==> src/pkg/pdao_defs.svh <==
// Pin positions and reset values for the port D/E override logic
`ifndef PDAO_DEFS_SVH
`define PDAO_DEFS_SVH
`define PDAO_D_EXTIRQ0 1
`define PDAO_D_CAPTURE 0
`define PDAO_E_CLKOUT 7
`define PDAO_E_USIDO 6
`define PDAO_E_USIDI 5
`define PDAO_E_USICK 4
`define PDAO_E_CMPNEG 3
`define PDAO_E_XCK 2
`define PDAO_E_TXD 1
`define PDAO_E_RXD 0
`define PDAO_RST_OEN 8'hFF
`define PDAO_RST_ZERO 8'h00
`define PDAO_RST_BIT 1'h0
`endif

==> src/pkg/pdao_pkg.sv <==
// Types shared by the port D/E override logic
package pdao_pkg;
  typedef struct packed {
    logic pullup_override_enable;
    logic pullup_override_value;
    logic direction_override_enable;
    logic direction_override_value;
    logic outval_override_enable;
    logic outval_override_value;
    logic input_enable_override_enable;
    logic input_enable_override_value;
  } pdao_ovr_s;
  typedef struct packed {
    logic pullEn;
    logic dirOut;
    logic outVal;
    logic inEn;
  } pdao_pad_s;
endpackage

==> src/rtl/pdao_port_mux.sv <==
// Alternate-function override logic for ports D and E
`include "pdao_defs.svh"
module pdao_port_mux
  import pdao_pkg::*;
#(
  parameter int PINS = 8
) (
  input wire logic clock, // 20 MHz system clock
  input wire logic srst, // Sync reset, active high
  input wire logic [PINS-1:0] portDDir, // Port D direction bits
  input wire logic [PINS-1:0] portDOut, // Port D output bits
  input wire logic [PINS-1:0] portDPinIn, // Port D pad levels
  input wire logic [PINS-1:0] portEDir, // Port E direction bits
  input wire logic [PINS-1:0] portEOut, // Port E output bits
  input wire logic [PINS-1:0] portEPinIn, // Port E pad levels
  input wire logic globalPullupDisable, // Disables all port pull-ups
  input wire logic sleepInputDisable, // Default input buffer off
  input wire logic extIrq0Enable, // External irq 0 enabled
  input wire logic clockOutFuse, // Clock-out fuse programmed
  input wire logic dividedClock, // Divided I/O clock level
  input wire logic univSerialTwowireMode, // Serial unit two-wire
  input wire logic univSerialThreewireMode, // Serial unit three-wire
  input wire logic univSerialDataOut, // Serial data out (3-wire)
  input wire logic univSerialSdaOut, // Serial data bit (2-wire)
  input wire logic clockStretchHold, // Two-wire clock hold
  input wire logic clockToggleStrobe, // Toggles E4 output bit in two-wire mode
  input wire logic startDetectIrqEnable, // Start-detect irq enable
  input wire logic pinchangeGroup0Enable, // Port E pinchange group
  input wire logic [PINS-1:0] pinchangeMaskE, // Port E pinchange masks
  input wire logic cmpPosDinDisable, // E2 digital input disable
  input wire logic cmpNegDinDisable, // E3 digital input disable
  input wire logic usartSyncMode, // USART synchronous mode
  input wire logic syncSerialClockOut, // USART clock to drive
  input wire logic transmitterEnableBit, // USART transmitter on
  input wire logic txData, // USART transmit stream
  input wire logic receiverEnableBit, // USART receiver on
  input wire logic jtagEnable, // Boundary-scan port enabled
  output logic [PINS-1:0] portDOutVal_q, // Port D pad drive value
  output logic [PINS-1:0] portDOeN_q, // Port D drive enable, low
  output logic [PINS-1:0] portDPullEn_q, // Port D pull-up enable
  output logic [PINS-1:0] portDInEn_q, // Port D input buffer on
  output logic [PINS-1:0] portEOutVal_q, // Port E pad drive value
  output logic [PINS-1:0] portEOeN_q, // Port E drive enable, low
  output logic [PINS-1:0] portEPullEn_q, // Port E pull-up enable
  output logic [PINS-1:0] portEInEn_q, // Port E input buffer on
  output logic extIrq0Input_q, // Level to irq 0 logic
  output logic timer16CaptureInput_q, // Level to capture unit
  output logic univSerialDataIn_q, // Level to serial data in
  output logic univSerialClock_q, // Level to serial clock in
  output logic syncSerialExtClock_q, // Level to USART clock in
  output logic rxDataIn_q, // Level to USART receiver
  output logic [PINS-1:0] pinchangeLevelE_q, // Gated E levels
  output logic debugPullupEn_q, // Pull-ups on debug pins
  output logic toggleState_q // E4 toggle accumulated
);

  pdao_ovr_s ovrD [PINS];
  pdao_ovr_s ovrE [PINS];
  pdao_pad_s padD [PINS];
  pdao_pad_s padE [PINS];
  logic [PINS-1:0] pcE;
  logic [PINS-1:0] inD;
  logic [PINS-1:0] inE;
  logic portE4Eff;
  logic dieDef;
  logic xckOutEn;
  logic twoWire;
  logic outToggleOverrideEnable;

  function automatic pdao_pad_s pinEval(
    input pdao_ovr_s ov,
    input logic dir,
    input logic pv,
    input logic global_pullup_disable,
    input logic dieDefault
  );
    pdao_pad_s r;
    r.dirOut = ov.direction_override_enable ? ov.direction_override_value : dir;
    r.outVal = ov.outval_override_enable ? ov.outval_override_value : pv;
    r.pullEn = ov.pullup_override_enable ? ov.pullup_override_value : (~dir & pv & ~global_pullup_disable);
    r.inEn = ov.input_enable_override_enable ? ov.input_enable_override_value : dieDefault;
    return r;
  endfunction

  assign dieDef = ~sleepInputDisable;
  assign twoWire = univSerialTwowireMode;
  assign outToggleOverrideEnable = twoWire & clockToggleStrobe;
  assign pcE = pinchangeMaskE & {PINS{pinchangeGroup0Enable}};
  assign portE4Eff = portEOut[`PDAO_E_USICK] ^ toggleState_q;
  assign xckOutEn = usartSyncMode & portEDir[`PDAO_E_XCK];

  // Port D: only the irq pin has overrides; capture pin is a plain tap
  always_comb begin
    for (int i = 0; i < PINS; i++) begin
      ovrD[i] = '0;
    end
    ovrD[`PDAO_D_EXTIRQ0].input_enable_override_enable = extIrq0Enable;
    ovrD[`PDAO_D_EXTIRQ0].input_enable_override_value = extIrq0Enable;
  end

  // Port E override sources
  always_comb begin
    for (int i = 0; i < PINS; i++) begin
      ovrE[i] = '0;
      ovrE[i].input_enable_override_enable = pcE[i];
      ovrE[i].input_enable_override_value = 1'h1;
    end
    ovrE[`PDAO_E_CLKOUT].direction_override_enable = clockOutFuse;
    ovrE[`PDAO_E_CLKOUT].direction_override_value = 1'h1;
    ovrE[`PDAO_E_CLKOUT].outval_override_enable = clockOutFuse;
    ovrE[`PDAO_E_CLKOUT].outval_override_value = dividedClock;
    ovrE[`PDAO_E_USIDO].outval_override_enable = univSerialThreewireMode;
    ovrE[`PDAO_E_USIDO].outval_override_value = univSerialDataOut;
    ovrE[`PDAO_E_USIDI].pullup_override_enable = twoWire;
    ovrE[`PDAO_E_USIDI].pullup_override_value = 1'h0;
    ovrE[`PDAO_E_USIDI].direction_override_enable = twoWire;
    ovrE[`PDAO_E_USIDI].direction_override_value = (~univSerialSdaOut | portEOut[`PDAO_E_USIDI])
      & portEDir[`PDAO_E_USIDI];
    ovrE[`PDAO_E_USIDI].outval_override_enable = twoWire & portEDir[`PDAO_E_USIDI];
    ovrE[`PDAO_E_USIDI].outval_override_value = 1'h0;
    ovrE[`PDAO_E_USIDI].input_enable_override_enable = pcE[`PDAO_E_USIDI] | startDetectIrqEnable;
    ovrE[`PDAO_E_USICK].pullup_override_enable = twoWire;
    ovrE[`PDAO_E_USICK].pullup_override_value = 1'h0;
    ovrE[`PDAO_E_USICK].direction_override_enable = twoWire;
    ovrE[`PDAO_E_USICK].direction_override_value = (clockStretchHold | portE4Eff)
      & portEDir[`PDAO_E_USICK];
    ovrE[`PDAO_E_USICK].outval_override_enable = twoWire & portEDir[`PDAO_E_USICK];
    ovrE[`PDAO_E_USICK].outval_override_value = 1'h0;
    ovrE[`PDAO_E_USICK].input_enable_override_enable = pcE[`PDAO_E_USICK] | startDetectIrqEnable;
    ovrE[`PDAO_E_CMPNEG].input_enable_override_enable = pcE[`PDAO_E_CMPNEG] | cmpNegDinDisable;
    ovrE[`PDAO_E_CMPNEG].input_enable_override_value = pcE[`PDAO_E_CMPNEG];
    ovrE[`PDAO_E_XCK].input_enable_override_enable = pcE[`PDAO_E_XCK] | cmpPosDinDisable;
    ovrE[`PDAO_E_XCK].input_enable_override_value = pcE[`PDAO_E_XCK];
    ovrE[`PDAO_E_XCK].pullup_override_enable = xckOutEn;
    ovrE[`PDAO_E_XCK].pullup_override_value = 1'h0;
    ovrE[`PDAO_E_XCK].outval_override_enable = xckOutEn;
    ovrE[`PDAO_E_XCK].outval_override_value = syncSerialClockOut;
    ovrE[`PDAO_E_TXD].pullup_override_enable = transmitterEnableBit;
    ovrE[`PDAO_E_TXD].pullup_override_value = 1'h0;
    ovrE[`PDAO_E_TXD].direction_override_enable = transmitterEnableBit;
    ovrE[`PDAO_E_TXD].direction_override_value = 1'h1;
    ovrE[`PDAO_E_TXD].outval_override_enable = transmitterEnableBit;
    ovrE[`PDAO_E_TXD].outval_override_value = txData;
    ovrE[`PDAO_E_RXD].direction_override_enable = receiverEnableBit;
    ovrE[`PDAO_E_RXD].direction_override_value = 1'h0;
    ovrE[`PDAO_E_RXD].pullup_override_enable = receiverEnableBit;
    ovrE[`PDAO_E_RXD].pullup_override_value = portEOut[`PDAO_E_RXD]
      & ~globalPullupDisable;
  end

  // Per-pin resolution; E4 sees the toggled output bit
  always_comb begin
    for (int i = 0; i < PINS; i++) begin
      padD[i] = pinEval(ovrD[i], portDDir[i], portDOut[i], globalPullupDisable,
        dieDef);
      padE[i] = pinEval(ovrE[i], portEDir[i], (i == `PDAO_E_USICK) ? portE4Eff :
        portEOut[i], globalPullupDisable, dieDef);
      inD[i] = padD[i].inEn & portDPinIn[i];
      inE[i] = padE[i].inEn & portEPinIn[i];
    end
  end

  // Output toggle for the two-wire clock pin
  always_ff @(posedge clock) begin
    if (srst) begin
      toggleState_q <= `PDAO_RST_BIT;
    end else if (outToggleOverrideEnable) begin
      toggleState_q <= ~toggleState_q;
    end
  end

  // Port D pad drive values
  always_ff @(posedge clock) begin
    if (srst) begin
      portDOutVal_q <= `PDAO_RST_ZERO;
    end else begin
      for (int i = 0; i < PINS; i++) begin
        portDOutVal_q[i] <= padD[i].outVal;
      end
    end
  end

  // Port D drive enables, low to drive
  always_ff @(posedge clock) begin
    if (srst) begin
      portDOeN_q <= `PDAO_RST_OEN;
    end else begin
      for (int i = 0; i < PINS; i++) begin
        portDOeN_q[i] <= ~padD[i].dirOut;
      end
    end
  end

  // Port D pull-up enables
  always_ff @(posedge clock) begin
    if (srst) begin
      portDPullEn_q <= `PDAO_RST_ZERO;
    end else begin
      for (int i = 0; i < PINS; i++) begin
        portDPullEn_q[i] <= padD[i].pullEn;
      end
    end
  end

  // Port D input buffer enables
  always_ff @(posedge clock) begin
    if (srst) begin
      portDInEn_q <= `PDAO_RST_ZERO;
    end else begin
      for (int i = 0; i < PINS; i++) begin
        portDInEn_q[i] <= padD[i].inEn;
      end
    end
  end

  // Port E drive values; clock-out survives reset
  always_ff @(posedge clock) begin
    if (srst) begin
      portEOutVal_q <= `PDAO_RST_ZERO;
      if (clockOutFuse) begin
        portEOutVal_q[`PDAO_E_CLKOUT] <= dividedClock;
      end
    end else begin
      for (int i = 0; i < PINS; i++) begin
        portEOutVal_q[i] <= padE[i].outVal;
      end
    end
  end

  // Port E drive enables; clock-out pin stays driven in reset
  always_ff @(posedge clock) begin
    if (srst) begin
      portEOeN_q <= `PDAO_RST_OEN;
      if (clockOutFuse) begin
        portEOeN_q[`PDAO_E_CLKOUT] <= 1'h0;
      end
    end else begin
      for (int i = 0; i < PINS; i++) begin
        portEOeN_q[i] <= ~padE[i].dirOut;
      end
    end
  end

  // Port E pull-up enables
  always_ff @(posedge clock) begin
    if (srst) begin
      portEPullEn_q <= `PDAO_RST_ZERO;
    end else begin
      for (int i = 0; i < PINS; i++) begin
        portEPullEn_q[i] <= padE[i].pullEn;
      end
    end
  end

  // Port E input buffer enables
  always_ff @(posedge clock) begin
    if (srst) begin
      portEInEn_q <= `PDAO_RST_ZERO;
    end else begin
      for (int i = 0; i < PINS; i++) begin
        portEInEn_q[i] <= padE[i].inEn;
      end
    end
  end

  // Debug pin pull-ups follow the enable even in reset
  always_ff @(posedge clock) begin
    debugPullupEn_q <= jtagEnable;
  end

  // Levels handed to the peripherals
  always_ff @(posedge clock) begin
    if (srst) begin
      extIrq0Input_q <= `PDAO_RST_BIT;
      timer16CaptureInput_q <= `PDAO_RST_BIT;
      univSerialDataIn_q <= `PDAO_RST_BIT;
      univSerialClock_q <= `PDAO_RST_BIT;
      syncSerialExtClock_q <= `PDAO_RST_BIT;
      rxDataIn_q <= `PDAO_RST_BIT;
      pinchangeLevelE_q <= `PDAO_RST_ZERO;
    end else begin
      extIrq0Input_q <= inD[`PDAO_D_EXTIRQ0];
      timer16CaptureInput_q <= inD[`PDAO_D_CAPTURE];
      univSerialDataIn_q <= inE[`PDAO_E_USIDI];
      univSerialClock_q <= inE[`PDAO_E_USICK];
      syncSerialExtClock_q <= inE[`PDAO_E_XCK] & usartSyncMode;
      rxDataIn_q <= inE[`PDAO_E_RXD];
      pinchangeLevelE_q <= inE;
    end
  end

endmodule // pdao_port_mux

==> config.mk <==
export PLATFORM = sky130hd
export DESIGN_NAME = pdao_port_mux
export DESIGN_NICKNAME = d
export VERILOG_FILES = /design/src/pkg/pdao_pkg.sv /design/src/rtl/pdao_port_mux.sv
export VERILOG_INCLUDE_DIRS = /design/src /design/src/pkg
export SDC_FILE = /design/constraint.sdc
export NUM_CORES = 1
export LEC_CHECK = 0
export BUFFER_PORTS_ARGS = -buffer_cell sky130_fd_sc_hd__buf_2
export CORE_MARGIN = 2
export CORE_UTILIZATION = 42
export CTS_CLUSTER_DIAMETER = 60
export DETAILED_ROUTE_END_ITERATION = 8
export HOLD_SLACK_MARGIN = 0.05
export MAX_ROUTING_LAYER = met4
export PLACE_DENSITY = 0.83
export SLEW_MARGIN = 20
export SYNTH_ARGS = -nofsm -noshare
export SYNTH_HDL_FRONTEND = slang
export SYNTH_SLANG_ARGS = --single-unit
==> constraint.sdc <==
create_clock -name clock -period 2.1 [get_ports clock]
set_input_delay 0.42 -clock clock [delete_from_list [all_inputs] [get_ports clock]]
set_output_delay 0.42 -clock clock [all_outputs]
set_load 0.005 [all_outputs]
* Yosys cells after proc, flatten, opt, wreduce, memory -nomap -nowiden
Index checks and enable logic that the tools add are counted.
** Storage, ports and cells
- Register bits after elaboration :: 75
- Input bits :: 79
- Output and inout port bits :: 80
- Logic and storage cells :: 137
** Operators by class
- Multiplexer cells :: 25
- Bitwise gates (word level) :: 83
- Reductions and logical operators :: 5
** Operators by type and width (number)
- bitwise AND 1 bit :: 50
- inverter 1 bit :: 25
- two-way mux 1 bit :: 23
- two-way mux 8 bit :: 2
- OR reduction 2 bit :: 5
- bitwise AND 8 bit :: 1
- bitwise OR 1 bit :: 6
- bitwise XOR 1 bit :: 1

* Depth between registers and ports, before layout
Gate-level depths: netlist of the first run.
- Depth after elaboration :: 6
- Mapped depth :: 4
- Gate-level depth less buffers :: 2

* Least setup slack after synthesis of the first run
No wires, ideal clock.
- Path kind :: in2reg
- Start :: in srst
- End :: reg portEOeN_q[4]
- Setup time :: 0.122 ns
- Arrival time :: 0.979 ns
- Data required time :: 1.978 ns
- Setup slack :: 0.999 ns
- Cell stages on the path :: 3
- Path buffers :: 2
- Cell sequence :: buf_6 -> buf_4 -> a311o_1
** RTL lines
- start: declaration :: RTL line pdao_port_mux.sv:9 : input wire logic srst,
- end signal: assignment :: RTL line pdao_port_mux.sv:233 : portEOeN_q <= `PDAO_RST_OEN;
- end signal: indexed assignment :: RTL line pdao_port_mux.sv:239 : portEOeN_q[i] <= ~padE[i].dirOut;
- end: declaration :: RTL line pdao_port_mux.sv:43 : output logic [PINS-1:0] portEOeN_q,
No word-level cell between the ends.

==> metrics.txt, run 1 <==
run status completed; Cell variety after synth 29; Rows 26; final hold vios 0; postcts setup bufs 0; hold_sp jtagEnable; Area growth, synth to finish 41.8%; clock root cell clkbuf_8; cells after synthesis 193; Post-synth EDFFs 0; Peak VDD IR 0.000542 V; worst path cell trace buf_2; CP arrival 0.86 ns; hold buffer count at CTS 0; GRT overflow 0; Startpoint Class flop; via count 1827; fin. max-slew vios 0; GR Util All Layers 17.1%; CORE AREA 5040 um2; required time worst endpoint 1.68 ns; post-synthesis sequential area ratio 65.7%; Routed WL per cell 11.9 um; die height 75.8 um; delay-heaviest family, CP flip-flops; synthesized flop and latch total 71; Initial DRC Count 46; placed cells 399; fmax 782 MHz; count leader, synth dfxtp_1; post-route ant nets 0; number of global-route vias before repair 1577; crit end category output pin; Remaining DRCs 0; first-pass iteration count of the detailed router 4; initial antenna violation count 0; I/O Buffers 152; clk slew on worst S/H paths 0.07 ns; Final Non-Filler Cells 413; final setup fails 0; Setup CP Type flop to output pin; Critical path buffers and inverters 1; crit path max fanout 7; Final period util 60.9%; Die Area 5740 um2; share of cells above drive strength 1 49.6%; Reg-to-Reg Start toggleState_q$_SDFFE_PP0P_; multi-input logic area 583 um2; synth top area cells dfxtp_1 (66%), nor3b_1 (4.2%), buf_4 (3.8%); Synth top area share 65.7%; CP max-delay cell dfxtp_1; Leak 1.59 nW; first-pass GRT wire length 6890 um; setup total negative slack 0 ns; final WL 4900 um; RSZ-0062 raised after global routing no; Hold Path Depth 1; Num CTS Buffers 9; Synth Flop Type dfxtp_1; worst clock skew 0.00177 ns; Syn Area/Cell 11.2 um2; CP peak stage delay 0.40 ns; clk sinks 71; Synth async-reset ratio 0%; Worst-Margin Slew 0.516 ns; CTS tree built; Mapped Area 2160 um2; H-tree depth 3; clock period minus worst slack 1.28 ns; CTS max path bufs 2; Final HPWL DP 3740 um; number of nets in the layout 419; I/O Pins 159; CTS resizes 0; Setup crit start portDInEn_q[0]$_SDFF_PP0_; slew margin rel. 65.6%; Ys Warns 0; leading area contributor after synthesis dfxtp_1; Power Density 848 nW/um2; # diodes 0; Worst Hold Class primary input to flop; number of vias per cell 4.42; Worst R2R Path Depth 2; WP depth 1; Synth top cells by count dfxtp_1 (71), nand2_1 (21), inv_1 (12), nor3b_1 (12), buf_4 (11); Fillers 410; Post-Syn Nets 272; Register Area 1420 um2; max cap viols 0; GPL Wtd Cong 0.728; largest net degree at the start of global routing 26; Die Wd 75.8 um; Clock Latency Late Sink 0.32 ns; Starting Density 42.9%
sequential cells by signal, indices dropped and copies added, names as in the netlist:
register	count
pinchangeLevelE_q	8
portDOeN_q	8
portDOutVal_q	8
portDPullEn_q	8
portEInEn_q	8
portEOeN_q	8
portEOutVal_q	8
portEPullEn_q	8
portDInEn_q	2
debugPullupEn_q	1
extIrq0Input_q	1
syncSerialExtClock_q	1
timer16CaptureInput_q	1
toggleState_q	1
cells in the final DEF, fill, tap and decap left out, drive strengths merged:
cell,Yosys,final
nor4,1,1
nor2b,5,5
nand3b,1,1
buf,14,153
a211oi,9,9
and2,2,2
xnor2,1,1
clkinv,0,1
nand3,1,1
or3,1,1
clkbuf,3,13
a21oi,10,10
inv,12,12
o211ai,1,1
nor4b,3,3
a311o,1,1
mux2i,2,2
nand2b,1,1
o21ai,2,2
nor3b,12,12
and2b,7,7
a21bo,2,2
dfxtp,71,71
nor3,3,3
nor2,5,5
nand2,21,21
a2bb2oi,2,2
metrics by stage:
stage               hold slack [ns]  util, %  setup WS [ns]  power, mW  instance area, um2
global route                  0.180     60.9          0.706       2.74                3070
CTS                           0.190     60.9          0.795       2.63                3070
finish                        0.203     60.9          0.822       2.60                3070
detailed placement            0.532     57.6          0.583       1.72                2910
floorplan                     0.448        -          0.999       1.57                2160
global placement              0.526     57.6          0.620       1.72                2910
path summary, 6_finish.rpt:
check	endpoint	slack, ns
worst max register to register	portEOeN_q[4]$_SDFF_PP1_	1.11
worst min register to register	toggleState_q$_SDFFE_PP0P_	0.60
worst max-delay path	portDInEn_q[7]	0.82
worst min-delay path	debugPullupEn_q$_DFF_P_	0.20
area by class of cell:
cell class / count / share of cell area, %
sequential: 71 / 46.3
timing repair buffer: 153 / 25.0
multi-input combinational: 93 / 19.0
clock buffer: 13 / 5.18
tap: 70 / 2.85
inverter: 12 / 1.47
clock inverter: 1 / 0.163
layer usage:
metal	vias up	part of all wire (%)	GRT usage, %
met5	-	0	-
met3	7	10	7.01
met4	0	1.4	8.77
met1	800	40	18.7
met2	100	48	26.6
li1	920	-	-
power breakdown:
| part | internal [mW] | total, mW | switching [mW] | leakage [nW] |
|---|---|---|---|---|
| logic | 0.137 | 0.261 | 0.123 | 0.915 |
| clock network | 0.480 | 0.912 | 0.432 | 0.0854 |
| registers | 1.41 | 1.43 | 0.0165 | 0.588 |
| total | 2.03 | 2.60 | 0.572 | 1.59 |
logic make-up (layout without fill, tap and decap cells):
| kind of cell | after synthesis | in the layout | share of synthesized area, % |
|---|---|---|---|
| flops | 71 | 71 | 65.7 |
| simple gates | 63 | 63 | 17.2 |
| buf+inv | 29 | 179 | 7.40 |
| compound gates | 27 | 27 | 8.44 |
| mux | 2 | 2 | 0.925 |
| xor+xnor | 1 | 1 | 0.405 |
Note: power is estimated with default switching activity, not from simulation.
==> inputs of run 2 (changes only) <==
ABC_AREA = 1   (was not set)
CORE_UTILIZATION = 40   (was 42)
PLACE_DENSITY = 0.78   (was 0.83)
clock period = 1.29 ns   (was 2.1 ns; I/O delays follow)
==> run 2 against run 1 <==
Net effect: hold slack lost 0.10 ns; total power grew 81%; highest routed layer unchanged; clock power grew 110%; flip-flop and latch count is the same; core utilization shrank 2.2 points; wire length grew 4.8%; worst setup slack lost 0.65 ns.
==> metrics.txt, run 2 <==
worst clock skew 0.00603 ns (+0.00426 ns); Syn Area/Cell 9.47 um2 (-16%); I/O Pins 159 (unchanged); Power Density 1460 nW/um2 (+72%); Setup CP Type flop to output pin; Synth top cells by count dfxtp_1 (71), nand2_1 (54), inv_1 (25), nor2_1 (25), buf_4 (11); Starting Density 41.3% (-1.6 points); clk sinks 71 (unchanged); Routed WL per cell 11.0 um (-6.9%); final setup fails 0 (unchanged); Initial DRC Count 62 (+35%); H-tree depth 3 (unchanged); leading area contributor after synthesis dfxtp_1; initial antenna violation count 0 (unchanged); Die Wd 79.4 um (+4.7%); Startpoint Class flop; required time worst endpoint 1.03 ns (-0.65 ns); RSZ-0062 raised after global routing no; fin. max-slew vios 0 (unchanged); Leak 1.77 nW (+11%); Remaining DRCs 0 (unchanged); number of global-route vias before repair 1825 (+16%); final WL 5140 um (+4.8%); setup total negative slack 0 ns (unchanged); Synth Flop Type dfxtp_1; count leader, synth dfxtp_1; # diodes 0 (unchanged); Cell variety after synth 22 (-24%); number of nets in the layout 467 (+11%); most frequent cells in the layout buf_2 (152), dfxtp_1 (71), nand2_1 (54); Die Area 6300 um2 (+9.7%); slew margin rel. 83.7% (+18 points); Post-Syn Nets 319 (+17%); WP depth 1 (unchanged); post-synthesis sequential area ratio 62.5% (-3.1 points); Worst-Margin Slew 0.244 ns (-0.272 ns); Final period util 86.6%; number of vias per cell 4.25 (-3.9%); final instance area 3230 um2 (+5.2%); max cap viols 0 (unchanged); delay-heaviest family, CP flip-flops; Clock Latency Late Sink 0.32 ns (about the same); CTS tree built; die height 79.4 um (+4.7%); Critical path buffers and inverters 1 (unchanged); Rows 27 (+3.8%); via count 1976 (+8.2%); CTS max path bufs 2 (unchanged); CORE AREA 5510 um2 (+9.2%); clk slew on worst S/H paths 0.07 ns (about the same); Synth top area share 62.5% (-3.1 points); share of cells above drive strength 1 47.6% (-2.0 points); I/O Buffers 152 (unchanged); Post-synth EDFFs 0 (unchanged); dpl cell area 3000 um2 (+3.1%); GPL Wtd Cong 0.767 (+5.4%); CTS resizes 0 (unchanged); synth top area cells dfxtp_1 (63%), nand2_1 (8.9%), nor3_2 (4.4%); Peak VDD IR 0.000697 V (+28%); CP peak stage delay 0.40 ns (about the same); GR Util All Layers 17.3% (+0.24 points); Hold Path Depth 2 (+1); CP arrival 0.86 ns (about the same); synthesized flop and latch total 71 (unchanged); Mapped Area 2270 um2 (+5.0%); run status completed; worst path cell trace buf_2; fmax 895 MHz; final hold vios 0 (unchanged); largest net degree at the start of global routing 33 (+27%); Num CTS Buffers 9 (unchanged); cells after synthesis 240 (+24%); Worst Hold Class primary input to flop; crit path max fanout 5 (-2); first-pass iteration count of the detailed router 4 (unchanged); commonest non-fill, non-tap cell in the layout buf_2; Ys Warns 0 (unchanged); CP max-delay cell dfxtp_1; clock period minus worst slack 1.12 ns; Final HPWL DP 4020 um (+7.5%); Synth async-reset ratio 0% (unchanged); clock root cell clkbuf_8; first-pass GRT wire length 8040 um (+17%); Area growth, synth to finish 42.0%; post-route ant nets 0 (unchanged); Worst R2R Path Depth 4 (+2); crit end category output pin; GRT overflow 0 (unchanged)
[run 2: changes by cell type in the layout (fill, tap and decap cells not counted), moves of 5 or more]
cell,delta
nor3_2,+8
a211oi_1,-9
and2b_1,-7
inv_1,+13
nor3b_1,-11
o21ai_0,+5
nor2b_1,-5
a21oi_1,-5
nor2_1,+20
nand2_1,+33
nand3_1,+7
[run 2: path summary, 6_finish.rpt]
| kind | slack, ns | startpoint | to |
|---|---|---|---|
| max reg2reg | 0.48 | toggleState_q$_SDFFE_PP0P_ | portEOutVal_q[4]$_SDFF_PP0_ |
| min reg2reg | 0.57 | toggleState_q$_SDFFE_PP0P_ | toggleState_q$_SDFFE_PP0P_ |
| min | 0.10 | portDDir[6] | portDPullEn_q[6]$_SDFF_PP0_ |
| max | 0.17 | toggleState_q$_SDFFE_PP0P_ | toggleState_q |
[run 2: area by class of cell]
| class | instances | area [um2] |
|---|---|---|
| Multi-Input combinational cell | 125 | 607 |
| Tap cell | 72 | 90.1 |
| Clock buffer | 11 | 141 |
| Fill cell | 516 | 2280 |
| Clock inverter | 5 | 81.3 |
| Timing Repair Buffer | 155 | 786 |
| Sequential cell | 71 | 1420 |
| Inverter | 26 | 103 |
[run 2: timing repair]
action / in CTS / in global routing
endpoints found under the hold margin: 1 / 0
hold buffers: 1 / 0
buffers inserted: 0 / 0
[run 2: power by group]
group	switching [mW]	total [mW]	internal, mW
sequential	0.0289	2.33	2.30
combinational	0.232	0.453	0.221
clock	0.775	1.92	1.14
[run 2: cells by family (layout without fill, tap and decap cells)]
logic type      Yosys count  after routing  synth area share [%]
simple gates            104            104                  21.4
compound gates           21             21                  5.28
buf+inv                  44            197                  10.8
flops                    71             71                  62.5
[run 2: layer usage]
| metal | GRT usage [%] | wire length [um] |
|---|---|---|
| met5 | - | 0 |
| met4 | 10.5 | 129 |
| met3 | 4.52 | 315 |
| met1 | 18.9 | 2110 |
| met2 | 28.5 | 2580 |
[run 2: per-stage QoR]
| stage | cells | utilization (%) | total power, mW | setup slack [ns] | hold WS, ns |
|---|---|---|---|---|---|
| after CTS | 465 | 58.6 | 4.78 | 0.140 | 0.0828 |
| after floorplan | 240 | - | 2.60 | 0.491 | 0.286 |
| after detailed placement | 448 | 54.4 | 2.84 | 0.184 | 0.362 |
| after global routing | 465 | 58.6 | 4.92 | 0.112 | 0.0881 |
| after global placement | 448 | 54.4 | 2.83 | 0.240 | 0.364 |
| final | 465 | 58.6 | 4.70 | 0.172 | 0.102 |
[run 2: worst reg2reg max path, stage by stage (launching register included)]
cell,delay (ns)
dfxtp_1,0.40
inv_1,0.06
nand2_1,0.07
and2_1,0.14
nor2_1,0.04
==> inputs of run 3 (changes only) <==
CORE_UTILIZATION = 26   (was 40)
PLACE_DENSITY = not set   (was 0.78)
PLACE_DENSITY_LB_ADDON = 0.3   (was not set)
==> run 3 against run 2 <==
Net effect: die area grew 51%; total power shrank 2.3%; largest power group unchanged; register-to-register slack gained 0.02 ns; critical path type unchanged; highest routed layer unchanged; sequential power is essentially flat; core utilization shrank 21 points; combinational power grew 3%; sequential share of layout area shrank 0.62 points; clock-buffer cell count shrank 2; largest cell class unchanged.
==> metrics.txt, run 3 (synthesis results as in run 2) <==
largest net degree at the start of global routing 28 (-15%); Die Area 9510 um2 (+51%); clock period minus worst slack 1.12 ns (+0.00347 ns); Worst-Margin Slew 0.212 ns (-0.0320 ns); GPL Wtd Cong 0.810 (+5.6%); Initial DRC Count 32 (-48%); commonest non-fill, non-tap cell in the layout buf_2; required time worst endpoint 1.03 ns (about the same); placed cells 487 (+8.7%); Leak 1.78 nW (+0.33%); # diodes 0 (unchanged); Rows 34 (+26%); CP max-delay cell dfxtp_1; Final Util 38.1% (-21 points); Critical path buffers and inverters 1 (unchanged); die height 97.5 um (+23%); fin. max-slew vios 0 (unchanged); I/O Buffers 152 (unchanged); postcts setup bufs 0 (unchanged); final hold vios 0 (unchanged); Startpoint Class flop; via count 2017 (+2.1%); delay-heaviest family, CP flip-flops; hold buffer count at CTS 1 (unchanged); Seq pwr share 50.7% (+1.1 points); CP peak stage delay 0.39 ns (about the same); Routed WL per cell 10.9 um (-1.2%); Die Wd 97.5 um (+23%); Tot Pwr 4.59 mW (-2.3%); number of vias per cell 4.00 (-5.8%); H-tree depth 3 (unchanged); CP arrival 0.86 ns (about the same); crit end category output pin; Int Pwr 3.44 mW (-6.0%); fmax 892 MHz (-0.31%); Setup CP Type flop to output pin; Area growth, synth to finish 44.1%; number of global-route vias before repair 1943 (+6.5%); first-pass iteration count of the detailed router 4 (unchanged); GRT overflow 0 (unchanged); Power Density 1400 nW/um2 (-3.7%); clock root cell clkbuf_8; max cap viols 0 (unchanged); worst setup path end portDInEn_q[0]; I/O Pins 159 (unchanged); hold slack 0.0872 ns (-0.0148 ns); post-route ant nets 0 (unchanged); clk sinks 71 (unchanged); crit path max fanout 7 (+2); WP depth 1 (unchanged); first-pass GRT wire length 9050 um (+13%); worst clock skew 0.000300 ns (-0.00573 ns); final WL 5500 um (+7.1%); most frequent cells in the layout buf_2 (152), dfxtp_1 (71), nand2_1 (54); Sw Ratio 25.0% (+3.0 points); Remaining DRCs 0 (unchanged); slew margin rel. 85.7% (+2.0 points); initial antenna violation count 0 (unchanged); CTS resizes 0 (unchanged); number of nets in the layout 470 (+0.64%); Worst Hold Class primary input to flop; FF-to-FF setup slack 0.50 ns (+0.02 ns); Clock Latency Late Sink 0.33 ns (about the same); GR Util All Layers 12.3% (-5.1 points); Reg2Reg Capture Point portEOutVal_q[4]$_SDFF_PP0_; RSZ-0062 raised after global routing no; Final period util 86.9% (+0.27 points); CTS tree built; Final HPWL DP 4270 um (+6.2%); share of cells above drive strength 1 48.2% (+0.65 points); CORE AREA 8590 um2 (+56%); Worst R2R Path Depth 4 (unchanged); Starting Density 26.5% (-15 points); final setup fails 0 (unchanged); CTS max path bufs 2 (unchanged); combinational share of power 10.1% (+0.5 points); clock power share 39.2% (-1.6 points); clk slew on worst S/H paths 0.09 ns (+0.02 ns); worst path cell trace buf_2; Peak VDD IR 0.000593 V (-15%); setup total negative slack 0 ns (unchanged); Num CTS Buffers 9 (unchanged); Final Non-Filler Cells 504 (+8.4%); Reg-to-Reg Start toggleState_q$_SDFFE_PP0P_; run status completed; Setup crit start portDInEn_q[0]$_SDFF_PP0_; Switch Pwr 1.15 mW (+11%)
[run 3: cell count changes in the layout (fill, tap and decap cells not counted), sizes merged]
cell,previous run,this run
buf,154,157
bufinv,2,1
clkbuf,11,9
clkinv,2,1
inv,26,30
[run 3: worst reg2reg max path, cell delays in order, from the launching register on]
cell and delay, ns:
dfxtp_1 0.39, inv_1 0.05, nand2_1 0.06, and2_1 0.14, nor2_1 0.04
[run 3: final cells by class]
| type | instances | area, um2 |
|---|---|---|
| multi-input cells | 125 | 607 |
| clock buffers | 9 | 124 |
| inverters | 26 | 103 |
| repair buffers | 158 | 808 |
| fillers | 909 | 5320 |
| flip-flops and latches | 71 | 1420 |
| clock inverters | 7 | 77.6 |
| well taps | 108 | 135 |
[run 3: worst min path at each step]
| stage | start | to | slack [ns] | cells after the start |
|---|---|---|---|---|
| finish | portDDir[0] | portDPullEn_q[0]$_SDFF_PP0_ | 0.09 | 2 |
| global route | portDDir[0] | portDPullEn_q[0]$_SDFF_PP0_ | 0.06 | 2 |
| CTS | portDDir[0] | portDPullEn_q[0]$_SDFF_PP0_ | 0.06 | 2 |
| detailed placement | jtagEnable | debugPullupEn_q$_DFF_P_ | 0.37 | 1 |
| global placement | jtagEnable | debugPullupEn_q$_DFF_P_ | 0.36 | 1 |
| floorplan | jtagEnable | debugPullupEn_q$_DFF_P_ | 0.29 | 0 |
[run 3: power by group through the flow]
stage	sequential [mW]	clock, mW	combinational (mW)
3_3_place_gp	2.38	0	0.469
2_1_floorplan	2.40	0	0.194
3_5_place_dp	2.38	0	0.473
4_1_cts	2.33	1.87	0.477
6_report	2.33	1.80	0.466
5_1_grt	2.34	1.97	0.529
[run 3: layer usage]
metal / vias to the layer above / part of all wire [%] / global-route usage, %
met5: - / 0 / -
met4: 0 / 1.9 / 4.59
met3: 8 / 7.4 / 4.32
met2: 81 / 48 / 19.8
met1: 889 / 42 / 14.1
li1: 1039 / - / -
[run 3: stage by stage]
step | worst slack [ns] | area, um2
finish | 0.169 | 3280
global route | 0.0953 | 3280
CTS | 0.137 | 3280
detailed placement | 0.207 | 3060
global placement | 0.231 | 3060
floorplan | 0.491 | 2270
